--- src/alus_defs.vh ---
// Constants for the eight-bit subtract, logic and compare datapath slice
`ifndef ALUS_DEFS_VH
`define ALUS_DEFS_VH

// ---------------------------------------------------------------------------
// Operation codes (op_sel)
// ---------------------------------------------------------------------------
`define ALUS_OP_SUB 3'h0
`define ALUS_OP_SUBC 3'h1
`define ALUS_OP_OR 3'h2
`define ALUS_OP_XOR 3'h3
`define ALUS_OP_CMP 3'h4

// ---------------------------------------------------------------------------
// Operand forms (form_sel)
// ---------------------------------------------------------------------------
`define ALUS_FM_A_IMM 3'h0
`define ALUS_FM_SADDR_IMM 3'h1
`define ALUS_FM_A_REG 3'h2
`define ALUS_FM_REG_A 3'h3
`define ALUS_FM_A_SADDR 3'h4
`define ALUS_FM_A_ABS 3'h5
`define ALUS_FM_A_PTR 3'h6
`define ALUS_FM_A_PTR_IDX 3'h7

// ---------------------------------------------------------------------------
// Index select for pointer-indexed form (idx_sel)
// ---------------------------------------------------------------------------
`define ALUS_IDX_DISP 2'h0
`define ALUS_IDX_B 2'h1
`define ALUS_IDX_C 2'h2

// ---------------------------------------------------------------------------
// Destination codes (dest)
// ---------------------------------------------------------------------------
`define ALUS_DST_NONE 2'h0
`define ALUS_DST_ACC 2'h1
`define ALUS_DST_REG 2'h2
`define ALUS_DST_MEM 2'h3

// ---------------------------------------------------------------------------
// Page of the short direct address
// ---------------------------------------------------------------------------
`define ALUS_SADDR_PAGE 8'hFE

// ---------------------------------------------------------------------------
// Instruction lengths in bytes
// ---------------------------------------------------------------------------
`define ALUS_LEN_1 2'h1
`define ALUS_LEN_2 2'h2
`define ALUS_LEN_3 2'h3

// ---------------------------------------------------------------------------
// Execution cycle counts (fast RAM or no data access / other memory)
// ---------------------------------------------------------------------------
`define ALUS_CYC_4 4'h4
`define ALUS_CYC_5 4'h5
`define ALUS_CYC_6 4'h6
`define ALUS_CYC_8 4'h8
`define ALUS_CYC_9 4'h9

`endif

--- src/alus_timing_rom.v ---
// Length and cycle lookup for each operand form
`include "alus_defs.vh"
`default_nettype none

module alus_timing_rom (
    input wire sys_clk,
    input wire rst_n,
    input wire clk_en,
    input wire load,
    input wire [2:0] form,
    input wire slow_mem,
    output reg [1:0] length,
    output reg [3:0] cycles
);

    // -----------------------------------------------------------------------
    // Registered lookup
    // -----------------------------------------------------------------------
    reg [1:0] next_length;
    reg [3:0] next_cycles;

    always @* begin
        next_length = `ALUS_LEN_2;
        next_cycles = `ALUS_CYC_4;
        case (form)
            `ALUS_FM_A_IMM, `ALUS_FM_A_REG, `ALUS_FM_REG_A: begin
                next_length = `ALUS_LEN_2;
                next_cycles = `ALUS_CYC_4;
            end
            `ALUS_FM_SADDR_IMM: begin
                next_length = `ALUS_LEN_3;
                next_cycles = slow_mem ? `ALUS_CYC_8 : `ALUS_CYC_6;
            end
            `ALUS_FM_A_SADDR: begin
                next_length = `ALUS_LEN_2;
                next_cycles = slow_mem ? `ALUS_CYC_5 : `ALUS_CYC_4;
            end
            `ALUS_FM_A_ABS: begin
                next_length = `ALUS_LEN_3;
                next_cycles = slow_mem ? `ALUS_CYC_9 : `ALUS_CYC_8;
            end
            `ALUS_FM_A_PTR: begin
                next_length = `ALUS_LEN_1;
                next_cycles = slow_mem ? `ALUS_CYC_5 : `ALUS_CYC_4;
            end
            default: begin
                next_length = `ALUS_LEN_2;
                next_cycles = slow_mem ? `ALUS_CYC_9 : `ALUS_CYC_8;
            end
        endcase
    end

    always @(posedge sys_clk or negedge rst_n) begin
        if (!rst_n) begin
            length <= 2'h0;
            cycles <= 4'h0;
        end else if (clk_en && load) begin
            length <= next_length;
            cycles <= next_cycles;
        end
    end

endmodule // alus_timing_rom

`default_nettype wire

--- src/alus_datapath.v ---
// Eight-bit subtract, subtract-with-borrow, OR, XOR and compare datapath
`include "alus_defs.vh"
`default_nettype none

// Overview of operation
// - A minus register into A, borrow to carry; 2 bytes, 4 cycles.
// - Register minus A into register, borrow to carry; 2 bytes, 4 cycles.
// - Short-direct byte minus immediate back to memory; 3 bytes, 6 or 8.
// - A minus absolute-address byte into A; 3 bytes, 8 or 9 cycles.
// - A minus byte at pointer pair into A; 1 byte, 4 or 5.
// - A minus byte at pointer plus displacement; 2 bytes, 8 or 9.
// - A minus byte at pointer plus B or C; 2 bytes, 8 or 9.
// - A minus immediate minus carry into A; 2 bytes, 4 cycles.
// - Short-direct byte minus immediate minus carry to memory; 3 bytes, 6 or 8.
// - A OR immediate into A, only zero flag changes; 2 bytes, 4.
// - Short-direct byte OR immediate back to memory; 3 bytes, 6 or 8.
// - OR of A and register either way into first operand; zero flag only.
// - A OR byte at pointer plus displacement into A; 2 bytes, 8 or 9.
// - Short-direct byte XOR immediate to memory, zero flag only; 6 or 8.
// - A XOR absolute-address byte into A; 3 bytes, 8 or 9.
// - A XOR byte at pointer pair into A; 1 byte, 4 or 5.
// - Compare subtracts without storing, updates zero, aux carry, carry.
// - All cycle counts are in selected processor clock periods.
// - Longer count when data access leaves internal high-speed RAM.
// - Shorter count for high-speed RAM or no data access.
module alus_datapath #(
    parameter HRAM_BASE = 16'hFB00,
    parameter HRAM_TOP = 16'hFEFF
) (
    input wire sys_clk,
    input wire rst_n,
    input wire clk_en,
    input wire start,
    input wire [2:0] op_sel,
    input wire [2:0] form_sel,
    input wire [1:0] idx_sel,
    input wire [7:0] acc_in,
    input wire [7:0] reg_in,
    input wire [7:0] reg_b,
    input wire [7:0] reg_c,
    input wire [15:0] pointer_pair,
    input wire [7:0] imm_byte,
    input wire [7:0] saddr_lo,
    input wire [15:0] absolute_address,
    input wire [7:0] mem_rdata,
    input wire zero_in,
    input wire aux_carry_in,
    input wire carry_in,
    output reg busy,
    output reg done,
    output reg [15:0] mem_addr,
    output reg mem_rd,
    output reg [7:0] result,
    output reg [1:0] dest,
    output reg zero_flag,
    output reg aux_carry_flag,
    output reg carry_flag,
    output wire [1:0] instr_len,
    output wire [3:0] instr_cycles
);

    // -----------------------------------------------------------------------
    // Helper functions
    // -----------------------------------------------------------------------
    function is_fast_ram;
        input [15:0] addr;
        begin
            is_fast_ram = (addr >= HRAM_BASE) && (addr <= HRAM_TOP);
        end
    endfunction

    // Low nibble borrow, full borrow, difference
    function [9:0] sub8;
        input [7:0] a;
        input [7:0] b;
        input cin;
        reg [4:0] lo;
        reg [8:0] full;
        begin
            lo = {1'b0, a[3:0]} - {1'b0, b[3:0]} - {4'h0, cin};
            full = {1'b0, a} - {1'b0, b} - {8'h00, cin};
            sub8 = {lo[4], full[8], full[7:0]};
        end
    endfunction

    // -----------------------------------------------------------------------
    // Decode of operand address and memory region
    // -----------------------------------------------------------------------
    localparam ST_IDLE = 2'h0;
    localparam ST_RUN = 2'h1;
    localparam ST_DONE = 2'h2;

    reg [1:0] state;
    reg [3:0] count;
    reg [2:0] op;
    reg [2:0] form;
    reg [7:0] opa;
    reg [7:0] opb;
    reg cin_hold;
    reg [15:0] next_addr;
    reg next_mem;
    reg [7:0] idx_val;

    wire uses_mem_start;
    wire slow_mem;
    wire load;
    wire last;
    wire fetch_mem;

    // -----------------------------------------------------------------------
    // Displacement, B or C added to the pointer pair
    // -----------------------------------------------------------------------
    always @* begin
        idx_val = imm_byte;
        if (idx_sel == `ALUS_IDX_B) begin
            idx_val = reg_b;
        end else if (idx_sel == `ALUS_IDX_C) begin
            idx_val = reg_c;
        end
    end

    always @* begin
        next_addr = 16'h0000;
        next_mem = 1'b0;
        case (form_sel)
            `ALUS_FM_SADDR_IMM, `ALUS_FM_A_SADDR: begin
                next_addr = {`ALUS_SADDR_PAGE, saddr_lo};
                next_mem = 1'b1;
            end
            `ALUS_FM_A_ABS: begin
                next_addr = absolute_address;
                next_mem = 1'b1;
            end
            `ALUS_FM_A_PTR: begin
                next_addr = pointer_pair;
                next_mem = 1'b1;
            end
            `ALUS_FM_A_PTR_IDX: begin
                next_addr = pointer_pair + {8'h00, idx_val};
                next_mem = 1'b1;
            end
            default: begin
                next_addr = 16'h0000;
                next_mem = 1'b0;
            end
        endcase
    end

    assign uses_mem_start = next_mem;
    assign slow_mem = next_mem && !is_fast_ram(next_addr);
    assign load = start && (state == ST_IDLE);
    assign last = (state == ST_RUN) && (count == instr_cycles - 4'h1);
    assign fetch_mem = (state == ST_RUN) && (count == 4'h1) && (form == `ALUS_FM_SADDR_IMM);

    alus_timing_rom u_timing (
        .sys_clk(sys_clk),
        .rst_n(rst_n),
        .clk_en(clk_en),
        .load(load),
        .form(form_sel),
        .slow_mem(slow_mem),
        .length(instr_len),
        .cycles(instr_cycles)
    );

    // -----------------------------------------------------------------------
    // Result computation
    // -----------------------------------------------------------------------
    reg [9:0] diff;
    reg [7:0] next_result;
    reg next_z;
    reg next_ac;
    reg next_cy;
    reg [1:0] next_dest;
    reg [7:0] src_b;

    always @* begin
        src_b = (form == `ALUS_FM_A_IMM || form == `ALUS_FM_SADDR_IMM) ? opb : mem_rdata;
        if (form == `ALUS_FM_A_REG || form == `ALUS_FM_REG_A) begin
            src_b = opb;
        end
        diff = sub8(opa, src_b, (op == `ALUS_OP_SUBC) ? cin_hold : 1'b0);
        next_z = zero_flag;
        next_ac = aux_carry_flag;
        next_cy = carry_flag;
        next_result = diff[7:0];
        // Logic operations keep aux carry and carry
        case (op)
            `ALUS_OP_OR: begin
                next_result = opa | src_b;
                next_z = (next_result == 8'h00);
            end
            `ALUS_OP_XOR: begin
                next_result = opa ^ src_b;
                next_z = (next_result == 8'h00);
            end
            default: begin
                next_result = diff[7:0];
                next_z = (diff[7:0] == 8'h00);
                next_ac = diff[9];
                next_cy = diff[8];
            end
        endcase
    end

    // -----------------------------------------------------------------------
    // Destination decode
    // -----------------------------------------------------------------------
    always @* begin
        if (op == `ALUS_OP_CMP) begin
            next_dest = `ALUS_DST_NONE;
        end else if (form == `ALUS_FM_SADDR_IMM) begin
            next_dest = `ALUS_DST_MEM;
        end else if (form == `ALUS_FM_REG_A) begin
            next_dest = `ALUS_DST_REG;
        end else begin
            next_dest = `ALUS_DST_ACC;
        end
    end

    // -----------------------------------------------------------------------
    // Sequencer: holds busy for one enabled cycle less than the documented cycle count
    // -----------------------------------------------------------------------
    always @(posedge sys_clk or negedge rst_n) begin
        if (!rst_n) begin
            state <= ST_IDLE;
            count <= 4'h0;
            busy <= 1'b0;
            done <= 1'b0;
        end else if (clk_en) begin
            done <= 1'b0;
            case (state)
                ST_IDLE: begin
                    if (start) begin
                        busy <= 1'b1;
                        count <= 4'h1;
                        state <= ST_RUN;
                    end
                end
                ST_RUN: begin
                    // Start while busy is ignored
                    if (last) begin
                        done <= 1'b1;
                        busy <= 1'b0;
                        state <= ST_IDLE;
                    end
                    count <= count + 4'h1;
                end
                default: begin
                    // Unused code falls back to idle
                    state <= ST_IDLE;
                end
            endcase
        end
    end

    // -----------------------------------------------------------------------
    // Operand pick at start
    // -----------------------------------------------------------------------
    reg [7:0] next_opa;
    reg [7:0] next_opb;

    always @* begin
        next_opa = acc_in;
        next_opb = imm_byte;
        // Reversed register form swaps the operands
        if (form_sel == `ALUS_FM_REG_A) begin
            next_opa = reg_in;
            next_opb = acc_in;
        end else if (form_sel == `ALUS_FM_SADDR_IMM) begin
            next_opa = 8'h00; // Replaced by memory read
            next_opb = imm_byte;
        end else if (form_sel == `ALUS_FM_A_REG) begin
            next_opa = acc_in;
            next_opb = reg_in;
        end
    end

    // -----------------------------------------------------------------------
    // Operand and memory request capture
    // -----------------------------------------------------------------------
    always @(posedge sys_clk or negedge rst_n) begin
        if (!rst_n) begin
            op <= `ALUS_OP_SUB;
            form <= `ALUS_FM_A_IMM;
            opa <= 8'h00;
            opb <= 8'h00;
            cin_hold <= 1'b0;
            mem_addr <= 16'h0000;
            mem_rd <= 1'b0;
        end else if (clk_en) begin
            mem_rd <= 1'b0;
            if (load) begin
                op <= op_sel;
                form <= form_sel;
                cin_hold <= carry_in;
                mem_addr <= next_addr;
                mem_rd <= uses_mem_start;
                opa <= next_opa;
                opb <= next_opb;
            end else if (fetch_mem) begin
                // Short-direct byte arrives the cycle after the read
                opa <= mem_rdata;
            end
        end
    end

    // -----------------------------------------------------------------------
    // Result and flag registers
    // -----------------------------------------------------------------------
    always @(posedge sys_clk or negedge rst_n) begin
        if (!rst_n) begin
            result <= 8'h00;
            dest <= `ALUS_DST_NONE;
            zero_flag <= 1'b0;
            aux_carry_flag <= 1'b0;
            carry_flag <= 1'b0;
        end else if (clk_en) begin
            if (load) begin
                // Flags load from the inputs at start and hold until the result lands
                zero_flag <= zero_in;
                aux_carry_flag <= aux_carry_in;
                carry_flag <= carry_in;
            end else if (last) begin
                result <= next_result;
                dest <= next_dest;
                zero_flag <= next_z;
                aux_carry_flag <= next_ac;
                carry_flag <= next_cy;
            end
        end
    end

endmodule // alus_datapath

`default_nettype wire

--- config.mk ---
export PLATFORM = sky130hd
export DESIGN_NAME = alus_datapath
export DESIGN_NICKNAME = d
export VERILOG_FILES = /design/src/alus_timing_rom.v /design/src/alus_datapath.v
export VERILOG_INCLUDE_DIRS = /design/src
export SDC_FILE = /design/constraint.sdc
export NUM_CORES = 1
export LEC_CHECK = 0
export BUFFER_PORTS_ARGS = -buffer_cell sky130_fd_sc_hd__clkbuf_2
export CORE_UTILIZATION = 55
export DETAILED_ROUTE_END_ITERATION = 10
export HOLD_SLACK_MARGIN = 0.02
export PLACE_DENSITY_LB_ADDON = 0.08
export SYNTH_ARGS = -nofsm -noshare
export SYNTH_HDL_FRONTEND = slang
export SYNTH_SLANG_ARGS = --single-unit
export TNS_END_PERCENT = 100
--- constraint.sdc ---
create_clock -name sys_clk -period 7.35 [get_ports sys_clk]
set_input_delay 0.3675 -clock sys_clk [delete_from_list [all_inputs] [get_ports sys_clk]]
set_output_delay 0.3675 -clock sys_clk [all_outputs]
set_load 0.02 [all_outputs]
==> results of run 1 <==
metrics by stage:
stage                     std cells  setup slack, ns  instance area (um2)
after floorplan                 633             4.04                 5180
after global placement          854             4.05                 5900
after detailed placement        854             3.96                 5900
after CTS                       870             3.97                 6100
after global routing            870             3.67                 6100
final                           870             3.97                 6100
layout by cell type (no fill, tap or decap), types with 4 or more instances in the layout:
cell type	n
nand3_1	18
nand4_1	5
a211oi_1	10
clkbuf_8	9
o31ai_1	5
a21o_1	7
a221oi_1	6
nor3_1	5
a21oi_1	65
and3_1	4
mux2i_1	29
o21a_1	4
ha_1	35
nor4_1	4
xnor2_1	13
a22oi_1	5
nor2_1	49
nor2b_1	13
inv_1	39
o21ai_0	53
nand2_1	85
mux2_2	18
dfrtp_1	65
xor2_1	9
clkbuf_2	139
layer usage:
layer | GRT usage, % | vias up | part of all wire, % | wire [um]
met5 | 0 | - | 0 | 0
met4 | 10.7 | 0 | 2.1 | 283
met3 | 4.08 | 30 | 6.0 | 817
met2 | 49.9 | 177 | 47 | 6470
met1 | 38.6 | 2304 | 45 | 6130
li1 | - | 2478 | - | -
flip-flops by register name, indices dropped and copies added, names as in the netlist:
signal / flops
busy: 1
op: 3
done: 1
dest: 2
count: 4
u_timing.length: 2
form: 3
zero_flag: 1
opa: 8
result: 8
mem_addr: 16
carry_flag: 1
aux_carry_flag: 1
u_timing.cycles: 4
opb: 8
cin_hold: 1
mem_rd: 1
path summary, 6_finish.rpt:
check | start | end | slack, ns | depth (start not counted)
min in group sys_clk | op_sel[1] | op[1] | 0.27 | 2
max in group asynchronous | rst_n | opa[7] | 6.60 | 2
max reg2reg | form[2] | zero_flag | 3.97 | 11
min reg2reg | done | done | 0.48 | 1
min | rst_n | count[2] | 0.19 | 2
max | form[2] | zero_flag | 3.97 | 11
synthesized netlist by cell type, types with 3 or more instances:
cell / count
nand2_1: 86
a21oi_1: 65
dfrtp_1: 65
o21ai_0: 53
nor2_1: 49
inv_1: 39
ha_1: 35
mux2i_1: 29
clkbuf_1: 19
mux2_2: 18
nand3_1: 18
nor2b_1: 13
xnor2_1: 13
a211oi_1: 10
xor2_1: 9
a21o_1: 7
a221oi_1: 6
buf_2: 6
buf_4: 6
a22oi_1: 5
nand4_1: 5
nor3_1: 5
o31ai_1: 5
and3_1: 4
nor4_1: 4
o21a_1: 4
a22o_1: 3
fa_1: 3
nand2b_1: 3
o21ai_1: 3
area by class of cell:
class / instances / area (um2) / share of cell area (%)
repair buffers: 143 / 723 / 11.9
clock inverters: 7 / 76.3 / 1.25
inverters: 39 / 146 / 2.40
clock buffers: 9 / 124 / 2.03
well taps: 111 / 139 / 2.28
multi-input cells: 496 / 3260 / 53.5
flip-flops and latches: 65 / 1630 / 26.7
critical path, cell delays in order (launching register included):
cell,delay (ns)
dfrtp_1,0.65
mux2i_1,0.22
fa_1,0.48
fa_1,0.44
or2_1,0.27
a21oi_2,0.22
o21bai_1,0.09
a21oi_1,0.22
xnor2_1,0.17
nor3_1,0.08
a221oi_1,0.32
o31ai_1,0.10
cells by family after synthesis:
group                    Yosys count
AND/OR/NAND/NOR                  201
AO/OA/AOI/OAI                    188
buffers and inverters             72
flip-flops                        65
multiplexers                      47
adder cells (fa/ha/maj)           38
XOR/XNOR                          22
power by group:
group          internal, W  switching, W  total [W]
clock network     0.000160      0.000155   0.000315
registers         0.000522      0.000147   0.000669
logic             0.000589      0.000829    0.00142
==> impl_metrics.env, run 1 <==
export IMPL_outcome="finished, final reports clean"
export IMPL_count_of_input_and_output_buffers=140
export IMPL_hold_path_class="input pin to asynchronous set/reset pin"
export IMPL_dp_final_hpwl_mm=10.6
export IMPL_insertedDiodeCount=0
export IMPL_synth_seq_area_share_pct=31.4
export IMPL_largest_net_degree_at_the_start_of_global_routing=66
export IMPL_detail_route_first_pass_iterations=5
export IMPL_design_power_total_w=0.00240
export IMPL_final_worst_path_period_share_pct=46.0
export IMPL_finalNetCount=895
export IMPL_clk_pin_slew_ns=0.08
export IMPL_antenna_found_initial=0
export IMPL_synth_top_family_by_area="compound AO/OA/AOI/OAI gates"
export IMPL_netlist_cell_type_count=63
export IMPL_drt_drc_violations_left=0
export IMPL_post_cts_setup_buffer_count=0
export IMPL_clk_latency_ns=0.34
export IMPL_synth_net_count=774
export IMPL_mux_share_of_post_synthesis_cell_area_pct=9.51
export IMPL_row_count=35
export IMPL_max_freq_mhz=296
export IMPL_drive_above_1_share_pct=24.9
export IMPL_edff_count_synth=0
export IMPL_tightest_slew_ns=1.06
export IMPL_ys_warnings_count=0
export IMPL_clkSinkCount=65
export IMPL_synth_flop_cell="dfrtp_1"
export IMPL_floorplan_initialDensity_pct=56.4
export IMPL_critical_path_arrival_ns=3.60
export IMPL_clock_root_buffer="clkbuf_8"
export IMPL_slew_headroom_pct=28.7
export IMPL_worst_hold_margin_ns=0.193
export IMPL_first_iter_violations=236
export IMPL_cts_max_path_buffers=2
export IMPL_lkg_pwr_nw=3.02
export IMPL_setup_repair_after_global_routing_missed_its_margin="false"
export IMPL_setup_violations=0
export IMPL_synth_top_area_share_pct=31.4
export IMPL_ant_nets=0
export IMPL_worst_ep_required_time_ns=7.57
export IMPL_postRouteWirelength_mm=13.7
export IMPL_drv_slew=0
export IMPL_critical_path_class="flop to flop"
export IMPL_synth_compound_area_share_pct=22.4
export IMPL_power_ir_vdd_worst_mv=0.209
export IMPL_tritoncts_num_buffers=9
export IMPL_fill_cells=842
export IMPL_synth_cell_area_um2=5180
export IMPL_grt_remaining_overflow=0
export IMPL_worst_setup_path_start_kind="flop"
export IMPL_detailroute_via_count=4989
export IMPL_via_per_inst=5.73
export IMPL_pin_count=141
export IMPL_syn2layout_area_growth_pct=17.6
export IMPL_ctsHtreeMaxLevel=3
export IMPL_post_cts_resized_instances=0
export IMPL_cts_tree="yes"
export IMPL_clock_skew_final_ns=0.00783
export IMPL_coreArea_um2=9200
export IMPL_synth_simple_area_share_pct=17.6
export IMPL_postSynthCellCount=633
export IMPL_drt_wirelength_per_cell_um=15.7
export IMPL_dieHeight_um=99.1
export IMPL_synth_largest_area_cell="dfrtp_1"
export IMPL_grt_pass1_wl_mm=23.0
export IMPL_yosys_area_share_xor_xnor_pct=3.72
export IMPL_fin_crit_ns=3.38
export IMPL_hold_viol_final=0
export IMPL_synth_ff_latch_count=65
export IMPL_yosys_top_cells_area="dfrtp_1 31%, ha_1 8.4%, a21oi_1 6.3%, nand2_1 6.2%, mux2i_1 5.6%"
export IMPL_fp_dieArea_um2=9820
export IMPL_utilization_pct=66.3
export IMPL_endpoint_kind="flop"
export IMPL_synth_fa_ha_area_share_pct=9.60
export IMPL_vias_in_the_first_global_route=4814
export IMPL_grt_total_usage_pct=29.5
export IMPL_cts_hold_buf=0
export IMPL_setup_tns_ns=0
export IMPL_max_cap_viol_count=0
export IMPL_critPathMaxFanout=10
export IMPL_place_congestion=0.885
export IMPL_chipWidth_um=99.1
export IMPL_syn_mean_instance_area_um2=8.19
export IMPL_power_density_cell_area_nw_per_um2=394
export IMPL_synth_async_sr_flop_share_pct=100
No activity file was read; power rests on OpenSTA's default activity.
==> run 2, diff against run 1 <==
- ABC_AREA: not set -> 1
- CORE_UTILIZATION: 55 -> 49
- clock period: 7.35 -> 2.9 ns (I/O delays scaled with it)
==> impl_metrics.env, run 2 <==
export IMPL_outcome="finished, final reports clean"
export IMPL_yosys_area_share_xor_xnor_pct=2.20
export IMPL_chipWidth_um=105
export IMPL_clk_latency_ns=0.37
export IMPL_slew_headroom_pct=53.9
export IMPL_hold_path_class="input pin to flop"
export IMPL_pin_count=141
export IMPL_postRouteWirelength_mm=16.2
export IMPL_synthMostInstantiatedCell="nand2_1"
export IMPL_utilization_pct=60.9
export IMPL_register_area_um2=1630
export IMPL_synth_top_family_by_area="simple AND/OR/NAND/NOR gates"
export IMPL_drt_drc_violations_left=0
export IMPL_fin_crit_ns=2.82
export IMPL_lkg_pwr_nw=3.33
export IMPL_synth_async_sr_flop_share_pct=100
export IMPL_setup_tns_ns=0
export IMPL_fp_dieArea_um2=11000
export IMPL_yosys_top_cells_area="dfrtp_1 31%, nand2_1 14%, ha_1 8.5%, inv_1 6.6%, o21ai_0 6.3%"
export IMPL_cts_tree="yes"
export IMPL_synth_largest_area_cell="dfrtp_1"
export IMPL_grt_pass1_wl_mm=26.2
export IMPL_floorplan_initialDensity_pct=50.3
export IMPL_synth_net_count=872
export IMPL_critical_path_arrival_ns=3.07
export IMPL_tightest_slew_ns=0.690
export IMPL_power_ir_vdd_worst_mv=0.715
export IMPL_clk_pin_slew_ns=0.09
export IMPL_synth_seq_area_share_pct=31.5
export IMPL_first_iter_violations=485
export IMPL_final_worst_path_period_share_pct=97.2
export IMPL_critPathMaxFanout=7
export IMPL_edff_count_synth=0
export IMPL_place_worst_setup_slack_ns=0.0326
export IMPL_mostFrequentLayoutCell="nand2_1"
export IMPL_drt_wirelength_per_cell_um=15.9
export IMPL_vias_in_the_first_global_route=5443
export IMPL_syn2layout_area_growth_pct=21.2
export IMPL_row_count=37
export IMPL_top_register="mem_addr"
export IMPL_drive_above_1_share_pct=23.2
export IMPL_insertedDiodeCount=0
export IMPL_synth_ff_latch_count=65
export IMPL_synth_compound_area_share_pct=18.9
export IMPL_grt_remaining_overflow=0
export IMPL_synth_simple_area_share_pct=28.0
export IMPL_synthTopCellsByCount="198 x nand2_1, 91 x inv_1, 65 x dfrtp_1, 65 x o21ai_0, 44 x nor2_1"
export IMPL_dp_final_hpwl_mm=12.9
export IMPL_antenna_found_initial=0
export IMPL_synth_flop_cell="dfrtp_1"
export IMPL_setup_violations=0
export IMPL_tritoncts_num_buffers=9
export IMPL_largest_net_degree_at_the_start_of_global_routing=43
export IMPL_mux_share_of_post_synthesis_cell_area_pct=0.194
export IMPL_worst_ep_required_time_ns=3.15
export IMPL_drv_slew=0
export IMPL_max_freq_mhz=355
export IMPL_ant_nets=0
export IMPL_synth_cell_area_um2=5160
export IMPL_endpoint_kind="flop"
export IMPL_power_density_cell_area_nw_per_um2=1030
export IMPL_via_per_inst=5.45
export IMPL_syn_mean_instance_area_um2=7.07
export IMPL_final_cell_mix="198 x nand2_1, 140 x clkbuf_2, 91 x inv_1, 65 x o21ai_0, 65 x dfrtp_1"
export IMPL_fill_cells=1032
export IMPL_timing_final_ws_setup_ns=0.0821
export IMPL_synth_fa_ha_area_share_pct=9.64
export IMPL_clock_skew_final_ns=0.0170
export IMPL_critical_path_class="flop to flop"
export IMPL_cts_max_path_buffers=2
export IMPL_coreArea_um2=10300
export IMPL_detail_route_first_pass_iterations=5
export IMPL_place_congestion=0.976
export IMPL_multi_input_area_um2=3060
export IMPL_worst_setup_path_start_kind="flop"
export IMPL_largest_register_ffs=16
export IMPL_synth_top_area_share_pct=31.5
export IMPL_netlist_cell_type_count=46
export IMPL_count_of_input_and_output_buffers=140
export IMPL_detailroute_via_count=5545
export IMPL_postSynthCellCount=731
export IMPL_clock_root_buffer="clkbuf_8"
export IMPL_finalInstanceArea_um2=6260
export IMPL_clkSinkCount=65
export IMPL_placed_instance_area_um2=5990
export IMPL_finalNetCount=1018
export IMPL_ctsHtreeMaxLevel=3
export IMPL_hold_viol_final=0
export IMPL_max_cap_viol_count=0
export IMPL_worst_hold_margin_ns=0.0579
export IMPL_grt_total_usage_pct=30.3
export IMPL_ys_warnings_count=0
export IMPL_dieHeight_um=105
==> run 2: cell types whose count changed in the layout (fill, tap and decap cells not counted), moves of 9 or more <==
cell | previous run | this run
mux2i_1 | 29 | 1
a31oi_1 | 2 | 16
mux2_2 | 18 | 0
nand3_1 | 18 | 38
nor2b_1 | 13 | 0
inv_1 | 39 | 91
o21ai_0 | 53 | 65
nand2_1 | 85 | 198
nand4_1 | 5 | 14
a21oi_1 | 65 | 30
==> run 2: what timing repair did <==
action                     in CTS  in global routing
hold buffers                    3                  1
hold endpoints to repair       23                  1
gates resized for setup         0                  3
setup endpoints to repair       0                  3
buffers inserted                0                  0
==> run 2: final timing paths <==
check                      startpoint  depth (start not counted)         to  slack (ns)
setup / recovery              form[2]                         13  result[7]        0.08
hold / removal              reg_in[3]                          3     opb[3]        0.06
setup reg to reg              form[2]                         13  result[7]        0.08
hold reg to reg                opb[6]                          2     opb[6]        0.48
max in group asynchronous       rst_n                          3     opa[7]        1.79
min in group asynchronous       rst_n                          2       busy        0.33
==> run 2: area by class of cell <==
type	count	share of cell area [%]
clock buffer	9	1.98
clock inverter	7	1.32
inverter	99	5.94
multi-input combinational	547	48.9
sequential	65	26.0
tap	136	2.72
timing repair buffer	155	13.2
==> run 2: logic make-up (layout without fill, tap and decap cells) <==
group                    Yosys count  after routing
flip-flops                        65             65
multiplexers                       1              1
adder cells (fa/ha/maj)           38             38
XOR/XNOR                          13             13
buffers and inverters            119            270
AND/OR/NAND/NOR                  334            334
AO/OA/AOI/OAI                    161            161
==> run 2: per-layer routing <==
layer | up-vias | global-route usage (%) | share of wire [%]
met5 | - | 0 | 0
met4 | 0 | 9.76 | 2.4
met3 | 25 | 5.05 | 4.6
met2 | 196 | 53.7 | 50
met1 | 2597 | 37.5 | 43
li1 | 2727 | - | -
==> run 2: critical path, stage by stage, from the launching register on <==
cell      delay (ns)
dfrtp_1         0.43
inv_1           0.14
or2_2           0.29
o21ai_0         0.12
ha_1            0.32
ha_1            0.35
inv_1           0.09
nor3_1          0.18
nand2_1         0.09
o211ai_1        0.12
xnor2_1         0.19
nor2_1          0.06
o21ai_0         0.25
nand2_1         0.08
==> run 2: per-stage QoR <==
stage	total power, W	cells
final	0.00647	1018
after global routing	0.00703	1018
after CTS	0.00640	1017
after detailed placement	0.00553	998
after global placement	0.00544	998
after floorplan	0.00437	731
==> run 2: report_power, final <==
group / internal, W / switching (W)
Clock: 0.000412 / 0.000435
Sequential: 0.00133 / 0.000277
Combinational: 0.00153 / 0.00249
Total: 0.00327 / 0.00320
